File: src/hdl/can_xcvr_map.svh
`ifndef CAN_XCVR_MAP_SVH
`define CAN_XCVR_MAP_SVH

// system clock period in ns (125 MHz)
`define CLK_PERIOD_NS      8
// internal time base tick period in ns
`define TICK_PERIOD_NS     1000
// clock cycles per time base tick, rounded down, at least one
`define TICK_CYCLES        ((`TICK_PERIOD_NS / `CLK_PERIOD_NS) < 1 ? 1 : \
                            (`TICK_PERIOD_NS / `CLK_PERIOD_NS))
// width of the tick divider counter
`define TICK_CNT_W         8
// default dominant time-out in time base ticks
`define DOM_TIMEOUT_TICKS  1000
// width of the dominant time-out counter
`define DOM_CNT_W          16
// reset values of the line-side outputs
`define RST_RX_DATA        1'h1
`define RST_DRIVE_DOM      1'h0

`endif

File: src/hdl/can_xcvr_pkg.sv
`default_nettype none

package can_xcvr_pkg;

    // operating mode of the transceiver
    typedef enum logic [1:0] {
        mode_off,
        mode_normal,
        mode_silent,
        mode_unpowered
    } mode_type;

    // one control pin as seen from the controller side
    typedef struct packed {
        logic level;   // sampled level when driven
        logic driven;  // pin is actually driven by the outside
    } pin_type;

    // supply and thermal monitor results
    typedef struct packed {
        logic core_supply_ok;   // core supply above undervoltage level
        logic io_supply_ok;     // io supply above undervoltage level
        logic over_temp;        // junction above shutdown_temperature
    } health_type;

    // driver controls toward the bus lines
    typedef struct packed {
        logic bus_high_line_drive;  // pull high line up (dominant)
        logic bus_low_line_drive;   // pull low line down (dominant)
        logic bias_on;              // recessive bias present, not floating
    } bus_drive_type;

endpackage : can_xcvr_pkg

`default_nettype wire

File: src/hdl/dominant_timer.sv
`include "can_xcvr_map.svh"
`default_nettype none

module dominant_timer #(
    parameter logic [`DOM_CNT_W-1:0] LIMIT = `DOM_CNT_W'(`DOM_TIMEOUT_TICKS)
) (
    input  wire logic clock,
    input  wire logic resetn,
    input  wire logic tick,     // time base enable pulse
    input  wire logic run,      // transmit data held low
    output logic      expired   // low period exceeded the limit
);

    // all state of the timer
    typedef struct packed {
        logic [`DOM_CNT_W-1:0] count;
        logic                  expired;
    } timer_state_type;

    timer_state_type state_r;   // registered state
    timer_state_type state_nxt; // next state

    // count ticks while low, clear as soon as it goes high
    always_comb begin
        state_nxt = state_r;
        if (!run) begin
            // [RQ6] cleared and re-armed
            state_nxt.count   = '0;
            state_nxt.expired = 1'h0;
        end else if (tick && !state_r.expired) begin
            // [RQ5] low outlasted limit
            if (state_r.count >= LIMIT) begin
                state_nxt.expired = 1'h1;
            end else begin
                state_nxt.count = state_r.count + `DOM_CNT_W'(1);
            end
        end
    end

    // state register
    always_ff @(posedge clock) begin
        if (!resetn) begin
            state_r <= '0;
        end else begin
            state_r <= state_nxt;
        end
    end

    assign expired = state_r.expired;

endmodule // dominant_timer

`default_nettype wire

File: src/hdl/can_xcvr.sv
// Contract
// [RQ1] enable high, silent low: transmit data drives bus
// [RQ2] silent high: transmitter off, bus recessive
// [RQ3] enable low: driver and receive output float
// [RQ4] receive output low dominant, high recessive
// [RQ5] long low transmit data releases the bus
// [RQ6] transmit data high clears the timer
// [RQ7] controller bit rate at least 20 kbit/s
// [RQ8] floating transmit high, silent and enable low
// [RQ9] either supply low: off, zero bus load
// [RQ10] overtemp off until cool and transmit high
// [RQ11] parameter removes enable, then always enabled
// [RQ12] time-out length is a tick-count parameter
`include "can_xcvr_map.svh"
`default_nettype none

module can_xcvr #(
    parameter bit                    HAS_ENABLE  = 1'h1,
    parameter logic [`DOM_CNT_W-1:0] DOM_TICKS   = `DOM_CNT_W'(`DOM_TIMEOUT_TICKS)
) (
    input  wire logic                       clock,
    input  wire logic                       resetn,
    input  wire can_xcvr_pkg::pin_type      tx_data,
    input  wire can_xcvr_pkg::pin_type      silent_sel,
    input  wire can_xcvr_pkg::pin_type      enable,
    input  wire can_xcvr_pkg::health_type   health,
    input  wire logic                       bus_dominant,
    output logic                            rx_data,
    output logic                            rx_data_oe,
    output can_xcvr_pkg::bus_drive_type     bus_drive,
    output can_xcvr_pkg::mode_type          mode
);
    import can_xcvr_pkg::*;

    // all state of the transceiver control
    // kept as one struct so reset and update stay in step
    typedef struct packed {
        mode_type                mode;        // current operating mode
        logic                    rx_data;     // receive data pin level
        logic                    rx_oe;       // receive data pin driven
        bus_drive_type           drive;       // bus driver controls
        logic                    ot_latched;  // thermal shutdown held
        logic [`TICK_CNT_W-1:0]  tick_cnt;    // time base divider
        logic                    tick;        // time base enable pulse
    } xcvr_state_type;

    xcvr_state_type state_r;    // registered state
    xcvr_state_type state_nxt;  // next state

    // pin levels after the fail-safe defaults
    logic txd_level;    // transmit data after fail-safe default
    logic silent_level; // silent select after fail-safe default
    logic en_level;     // enable after fail-safe default

    // protection status toward the driver
    logic supply_ok;    // both supplies above undervoltage
    logic dom_expired;  // dominant time-out has tripped
    logic tx_allowed;   // transmitter may drive dominant

    // fail-safe pin defaults and enable option
    // a pin not driven from outside reads as its pull level
    always_comb begin
        // [RQ8] pull-up on transmit data
        txd_level    = tx_data.driven ? tx_data.level : 1'h1;
        // [RQ8] pull-downs on silent select and enable
        silent_level = silent_sel.driven ? silent_sel.level : 1'h0;
        // [RQ11] absent enable reads as high
        if (HAS_ENABLE) begin
            // pin fitted: pull-down when left open
            en_level = enable.driven ? enable.level : 1'h0;
        end else begin
            // pin not fitted: never off
            en_level = 1'h1;
        end
    end

    // either supply missing drops the block to zero load
    // [RQ9] both supplies needed to operate
    assign supply_ok = health.core_supply_ok && health.io_supply_ok;

    // dominant time-out timer, runs while transmit data is low
    // it runs in every mode, so a low held through silent or off
    // is still counted when the transmitter comes back
    // clock, reset and tick are shared with this block
    // [RQ12] limit set in time base ticks
    dominant_timer #(
        .LIMIT   (DOM_TICKS)
    ) u_dom_timer (
        .clock   (clock),
        .resetn  (resetn),
        .tick    (state_r.tick),
        // [RQ5] started when transmit data falls
        .run     (!txd_level),
        .expired (dom_expired)
    );

    // transmitter may drive only with no fault holding it off
    // the bias stays on, so a cut transmitter leaves the bus recessive
    // [RQ5] time-out and thermal release
    assign tx_allowed = !dom_expired && !state_r.ot_latched;

    // next-state logic of the whole block
    always_comb begin
        // hold everything unless a branch below changes it
        state_nxt = state_r;

        // time base divider, one pulse per tick period
        // the tick is registered, so the timer sees it one clock late
        // the division truncates, so a tick may run slightly fast
        if (state_r.tick_cnt >= `TICK_CNT_W'(`TICK_CYCLES - 1)) begin
            // wrap and emit one tick
            state_nxt.tick_cnt = '0;
            state_nxt.tick     = 1'h1;
        end else begin
            // count toward the wrap
            state_nxt.tick_cnt = state_r.tick_cnt + `TICK_CNT_W'(1);
            state_nxt.tick     = 1'h0;
        end

        // waiting for recessive stops drift from toggling the drivers
        // thermal latch: set wins, clear needs cool and recessive
        // [RQ10] hold off until cool and high
        if (health.over_temp) begin
            // hot: hold the drivers off
            state_nxt.ot_latched = 1'h1;
        end else if (txd_level) begin
            // cool and recessive: release
            state_nxt.ot_latched = 1'h0;
        end

        // mode selection from supplies and control pins
        // priority: supplies, then enable, then silent select
        if (!supply_ok) begin
            // [RQ9] undervoltage overrides everything
            state_nxt.mode = mode_unpowered;
        end else if (!en_level) begin
            // [RQ3] enable low selects off
            state_nxt.mode = mode_off;
        end else if (silent_level) begin
            // [RQ2] silent select high
            state_nxt.mode = mode_silent;
        end else begin
            // [RQ1] silent select low
            state_nxt.mode = mode_normal;
        end

        // outputs follow the mode being entered
        // silent or cut transmitter keeps the bias; only off modes float
        unique case (state_nxt.mode)
            mode_normal: begin
                // both lines are driven together
                // [RQ1] dominant while low, recessive while high
                state_nxt.drive.bus_high_line_drive = !txd_level && tx_allowed;
                state_nxt.drive.bus_low_line_drive  = !txd_level && tx_allowed;
                state_nxt.drive.bias_on             = 1'h1;
                // [RQ4] receive output mirrors bus state
                state_nxt.rx_data                   = !bus_dominant;
                state_nxt.rx_oe                     = 1'h1;
            end

            mode_silent: begin
                // drivers stay off whatever transmit data does
                // [RQ2] transmitter off, receiver still active
                state_nxt.drive.bus_high_line_drive = 1'h0;
                state_nxt.drive.bus_low_line_drive  = 1'h0;
                state_nxt.drive.bias_on             = 1'h1;
                // [RQ4] receive output mirrors bus state
                state_nxt.rx_data                   = !bus_dominant;
                state_nxt.rx_oe                     = 1'h1;
            end

            mode_off: begin
                // off keeps the protection state, it is no reset
                // receive pin parked high behind its disabled driver
                // [RQ3] bus and receive output float
                state_nxt.drive                     = '0;
                state_nxt.rx_data                   = `RST_RX_DATA;
                state_nxt.rx_oe                     = 1'h0;
            end

            mode_unpowered: begin
                // bias off as well: no load on either line
                // [RQ9] zero load, nothing driven
                state_nxt.drive                     = '0;
                state_nxt.rx_data                   = `RST_RX_DATA;
                state_nxt.rx_oe                     = 1'h0;
            end
        endcase
    end

    // state register
    always_ff @(posedge clock) begin
        if (!resetn) begin
            // outputs as in off mode until released
            state_r.mode       <= mode_off;
            state_r.rx_data    <= `RST_RX_DATA;
            state_r.rx_oe      <= 1'h0;
            state_r.drive      <= '0;
            // protection and time base start clear
            state_r.ot_latched <= 1'h0;
            state_r.tick_cnt   <= '0;
            state_r.tick       <= 1'h0;
        end else begin
            // take the next state
            state_r <= state_nxt;
        end
    end

    // registered outputs
    // every output comes straight from a flip-flop, so pins never glitch
    // receive pin level
    assign rx_data    = state_r.rx_data;
    // receive pin driven
    assign rx_data_oe = state_r.rx_oe;
    // bus driver controls
    assign bus_drive  = state_r.drive;
    // current operating mode
    assign mode       = state_r.mode;

endmodule // can_xcvr

`default_nettype wire

File: config.mk
export PLATFORM = sky130hd
export DESIGN_NAME = can_xcvr
export DESIGN_NICKNAME = d
export VERILOG_FILES = /design/src/hdl/can_xcvr_pkg.sv /design/src/hdl/dominant_timer.sv /design/src/hdl/can_xcvr.sv
export VERILOG_INCLUDE_DIRS = /design/src /design/src/hdl
export SDC_FILE = /design/constraint.sdc
export NUM_CORES = 1
export LEC_CHECK = 0
export BUFFER_PORTS_ARGS = -buffer_cell sky130_fd_sc_hd__buf_2
export CAP_MARGIN = 20
export CORE_MARGIN = 8
export CORE_UTILIZATION = 54
export DETAILED_ROUTE_END_ITERATION = 10
export PLACE_DENSITY = 0.76
export SLEW_MARGIN = 20
export SYNTH_ARGS = -nofsm -noshare
export SYNTH_HDL_FRONTEND = slang
export SYNTH_SLANG_ARGS = --single-unit
File: constraint.sdc
create_clock -name clock -period 1.9 [get_ports clock]
set_clock_uncertainty 0.15 [all_clocks]
set_input_delay 0.38 -clock clock [delete_from_list [all_inputs] [get_ports clock]]
set_output_delay 0.38 -clock clock [all_outputs]
set_load 0.02 [all_outputs]
* After elaboration in Yosys (flattened, before gate mapping) *
Index checks and enable logic that the tools add are counted.

word-level totals
  flip-flop bits (word level) = 34
  input port bits = 12
  output and inout bits = 7
  word-level logic and storage cells = 45

cells by class
  $add $sub $neg = 2
  $lt $le $gt $ge = 2
  equal/unequal tests = 3
  mux-type cells = 10
  bitwise gates (word level) = 2
  reduce and logical (&&, ||, !) cells = 15

operators by type and width
  kind                                                                      number
  16-bit by 1-bit adder with 16-bit output (second input constant)          1
  16-bit by 10-bit >= comparator with 1-bit output (second input constant)  1
  5-bit one-hot mux with 3 select lines                                     1
  8-bit by 1-bit adder with 8-bit output (second input constant)            1
  8-bit by 7-bit >= comparator with 1-bit output (second input constant)    1
  1-bit 2-to-1 mux                                                          6
  2-bit 2-to-1 mux                                                          3
  2-bit OR reduction                                                        3
  2-bit == test (second input constant)                                     2
  1-bit logical AND                                                         4
  1-bit zero test                                                           4
  2-bit AND reduction                                                       2
  2-bit by 1-bit == test with 1-bit output (second input constant)          1
  2-bit zero test                                                           1
  1-bit NOT                                                                 2
  2-bit nonzero test                                                        1

* Depth between registers and ports, before layout *
  word-level depth = 7
  mapped depth = 5
  depth with buffers taken out = 5

* By module *
A second synthesis with hierarchy kept.

unflattened totals
  cell total of the unflattened synthesis = 142
  area total of the unflattened synthesis = 1363.8 µm²

by module, submodules not included
  module          instances  cells each  area each (µm²)  seq. area each (µm²)
  dominant_timer  1          75          720.7            340.3
  can_xcvr        1          67          643.1            300.3

* Worst setup path after synthesis *
Ideal clock, no wire load.

  path type = reg2reg
  start = register u_dom_timer.state_r[11] (netlist bit)
  end = register u_dom_timer.state_r[9] (netlist bit)
  setup time = 0.070 ns
  data arrival time = 1.444 ns
  data required time = 1.680 ns
  setup slack = 0.235 ns
  stages on the path, launching flop included = 5
  path buffers = 0
  period minus slack after synthesis = 1.665 ns
  path through = dfxtp_1 > nor4_4 > o2111ai_2 > or4_1 > a21oi_1

on the way
  word-level cells in the longest chain between the ends = 3

RTL lines
  item                                              line                  source
  start, declared                                   dominant_timer.sv:20  timer_state_type state_r;
  start signal, assigned                            dominant_timer.sv:45  state_r <= state_nxt;
  16-bit by 10-bit >= comparator with 1-bit output  dominant_timer.sv:32  if (state_r.count >= LIMIT) begin
  1-bit NOT (no line)                               n/a
  2-bit AND reduction (no line)                     n/a

No other way between the ends.
A chain may end at the register's enable or synchronous reset.

* Final worst setup path *
  start = register u_dom_timer.state_r[11] (netlist bit)
  end = register u_dom_timer.state_r[5] (netlist bit)

Same word-level chain as after synthesis.

==> reports/qor.yml <==
pwr:
  ir_drop_v: 0.000641
  p_int_uw: 892
  p_sw_uw: 278
  power_density_nw_per_um2: 809
  clock_power_share_pct: 35.2
  p_sw_share_pct: 23.8
  power_leakage_uw: 0.000578
  seq_power_share_pct: 58.8
  combPwrFrac_pct: 6.0
setup_path:
  path_delay_family: "simple AND/OR/NAND/NOR gates"
  cp_num_buf_inv: 1
  critical_path.max_fanout: 16
  cp_slowest_cell: "or3_1"
  path_cells: "nor4_4, o2111ai_2, buf_4, or3_1, a21oi_1"
  cp_data_required_time_ns: 2.01
  crit_arrival_ns: 1.89
  crit_end: "u_dom_timer.state_r[5]"
  slowest_delay_ns: 0.36
  crit_start: "u_dom_timer.state_r[11]"
  end_kind: "register"
  reg2reg_slack_ns: 0.13
  r2r-end: "u_dom_timer.state_r[5]"
  cp-start-kind: "register"
  crit_type: "reg2reg"
  crit_cells: 5
  r2r_cells: 5
  r2r_start: "u_dom_timer.state_r[11]"
sta:
  timing_hold_violations_final: 0
  max_freq_ghz: 0.564
  rsz0062_at_grt: "false"
  whs_ns: 0.0513
  finalCriticalPeriod_ns: 1.77
  setup_viol_count_final: 0
  tns_ns: 0
  slew_violations: 0
  min_period_over_period_pct: 93.3
clocking:
  cts_buffers: 5
  clockRootBuffer: "clkbuf_4"
  clockBufferDepth: 2
  cts_resized: 0
  clk_pin_slew_ns: 0.10
  numClockSinks: 32
  cts_tree: "done"
  h-tree-depth: 2
  postCtsHoldBufs: 0
  worstSkewPairLatency_ns: 0.33
  postCtsSetupRepairBufs: 0
cells_and_area:
  final_cell_mix: "32 x dfxtp_1, 18 x buf_2, 10 x nor2_1, 10 x a21oi_1"
  nNetsFinal: 170
  seqCellArea_um2: 641
  final_util_pct: 64.8
  fin_cells: 182
  multiInputGateArea_um2: 586
  n_antenna_cell: 0
  final.fill_count: 198
  final_common_cell: "dfxtp_1"
  drive_gt1_share_pct: 19.5
  final_area_um2: 1450
  area_growth_pct: 12.1
floorplanning:
  die_h_um: 64.9
  core.rowCount: 17
  start_util_pct: 57.8
  design.core.area_um2: 2230
  io_pins: 19
  die_w_um: 64.9
  die_area_um2: 4210
synth:
  yosys_warnings: 0
  synth_seq_cells: 32
  syn_area_um2: 1290
  synth_fp_nets: 150
  async_flop_share_pct: 0
  synth_area_per_cell_um2: 9.71
  synthFlopType: "dfxtp_1"
  synth_edf_count: 0
  synthCells: 133
  synth.yosys.seq_area_share_pct: 49.6
  ys_types: 34
global_routing:
  grt_use_total_pct: 12.3
  grt_pass1_wl_mm: 4.09
  grt-ovfl-total: 0
  grt_pass1_vias: 981
  antenna_found_initial: 0
  grt_max_degree: 17
drt:
  drt_iter0_drc: 35
  firstDrtPassIters: 4
  via_per_inst: 5.27
  route.vias.total: 960
  drc: 0
  drt_wl_total_mm: 2.48
  wl_per_cell_um: 13.6
  drtAntennaViolNets: 0
place:
  portBuffers: 18
  post-dp-hpwl_mm: 1.83
  dp.cells: 174
  place_area_um2: 1390
  place_congestion: 0.814
run:
  drv_cap: 0
status:
  status: "completed"
worst_hold_path:
  hp-class: "in2reg"
how the worst min path moves through the flow:
| stage | startpoint | end | slack (ns) | cells after the start |
|---|---|---|---|---|
| after global routing | bus_dominant | rx_data | 0.04 | 2 |
| after CTS | bus_dominant | rx_data | 0.04 | 2 |
| after floorplan | state_r[9] | bus_drive[2] | 0.24 | 1 |
| after detailed placement | state_r[9] | bus_drive[2] | 0.28 | 1 |
| after global placement | state_r[9] | bus_drive[2] | 0.25 | 1 |
| final | bus_dominant | rx_data | 0.05 | 2 |
per-layer routing:
layer	global-route usage (%)	routed length (um)	share of wire (%)
met2	22.4	1310	53
met1	11.8	1010	41
met4	6.54	54	2.2
met5	0	0	0
met3	4.81	102	4.1
worst register-to-register path: cells and delay by family, from the launching register on:
kind / cells / cell delay [ns]
AOI/OAI and AO/OA: 2 / 0.32
buffers and inverters: 1 / 0.21
DFF: 1 / 0.35
and+or+nand+nor: 2 / 0.68
cell usage after synthesis, types with 2 or more instances:
| master | n | area [um^2] |
|---|---|---|
| and2_1 | 7 | 43.8 |
| ha_1 | 5 | 62.6 |
| xnor2_1 | 2 | 17.5 |
| and4_1 | 3 | 26.3 |
| nand2_1 | 6 | 22.5 |
| a21oi_1 | 10 | 50.1 |
| nor2_1 | 10 | 37.5 |
| o21ai_0 | 7 | 35.0 |
| buf_4 | 5 | 37.5 |
| nand4_1 | 3 | 18.8 |
| and3b_1 | 2 | 17.5 |
| xor2_1 | 3 | 26.3 |
| nand3_1 | 5 | 25.0 |
| dfxtp_1 | 32 | 641 |
| or3_1 | 6 | 37.5 |
| and3_1 | 2 | 12.5 |
| inv_1 | 5 | 18.8 |
| nor2b_1 | 4 | 25.0 |
cells by family (layout without fill, tap and decap cells):
kind of cell | count (synthesis) | count (layout) | share of synthesized area, %
simple gates | 53 | 53 | 24.6
flops | 32 | 32 | 49.6
compound gates | 24 | 24 | 11.4
buf+inv | 12 | 33 | 5.04
fa+ha+maj | 5 | 5 | 4.84
xor+xnor | 5 | 5 | 3.39
other cells | 1 | 1 | 0.290
mux | 1 | 1 | 0.775
cell type report:
type	instances	share of cell area [%]
clock inverters	1	0.519
well taps	28	2.42
clock buffers	7	3.80
repair buffers	20	7.26
inverters	5	1.30
multi-input cells	89	40.4
flip-flops and latches	32	44.3
stage by stage:
| stage | worst slack [ns] | total power [uW] |
|---|---|---|
| floorplan | 0.235 | 748 |
| finish | 0.127 | 1170 |
| global placement | 0.247 | 770 |
| detailed placement | 0.137 | 773 |
| global route | 0.0472 | 1220 |
| CTS | 0.129 | 1180 |
flip-flops by register name, summed over array words and instances (netlist names):
name / count
rx_data: 1
u_dom_timer.state_r: 16
mode: 2
u_dom_timer.expired: 1
rx_data_oe: 1
bus_drive: 1
state_r: 10
power by group through the flow:
stage | clock (uW) | combinational, uW | sequential (uW)
after floorplan | 0 | 42.2 | 706
after global placement | 0 | 66.8 | 703
after detailed placement | 0 | 69.5 | 703
after CTS | 424 | 71.0 | 688
after global routing | 455 | 77.0 | 689
final | 412 | 70.4 | 688
Note: power is estimated with default switching activity, not from simulation.
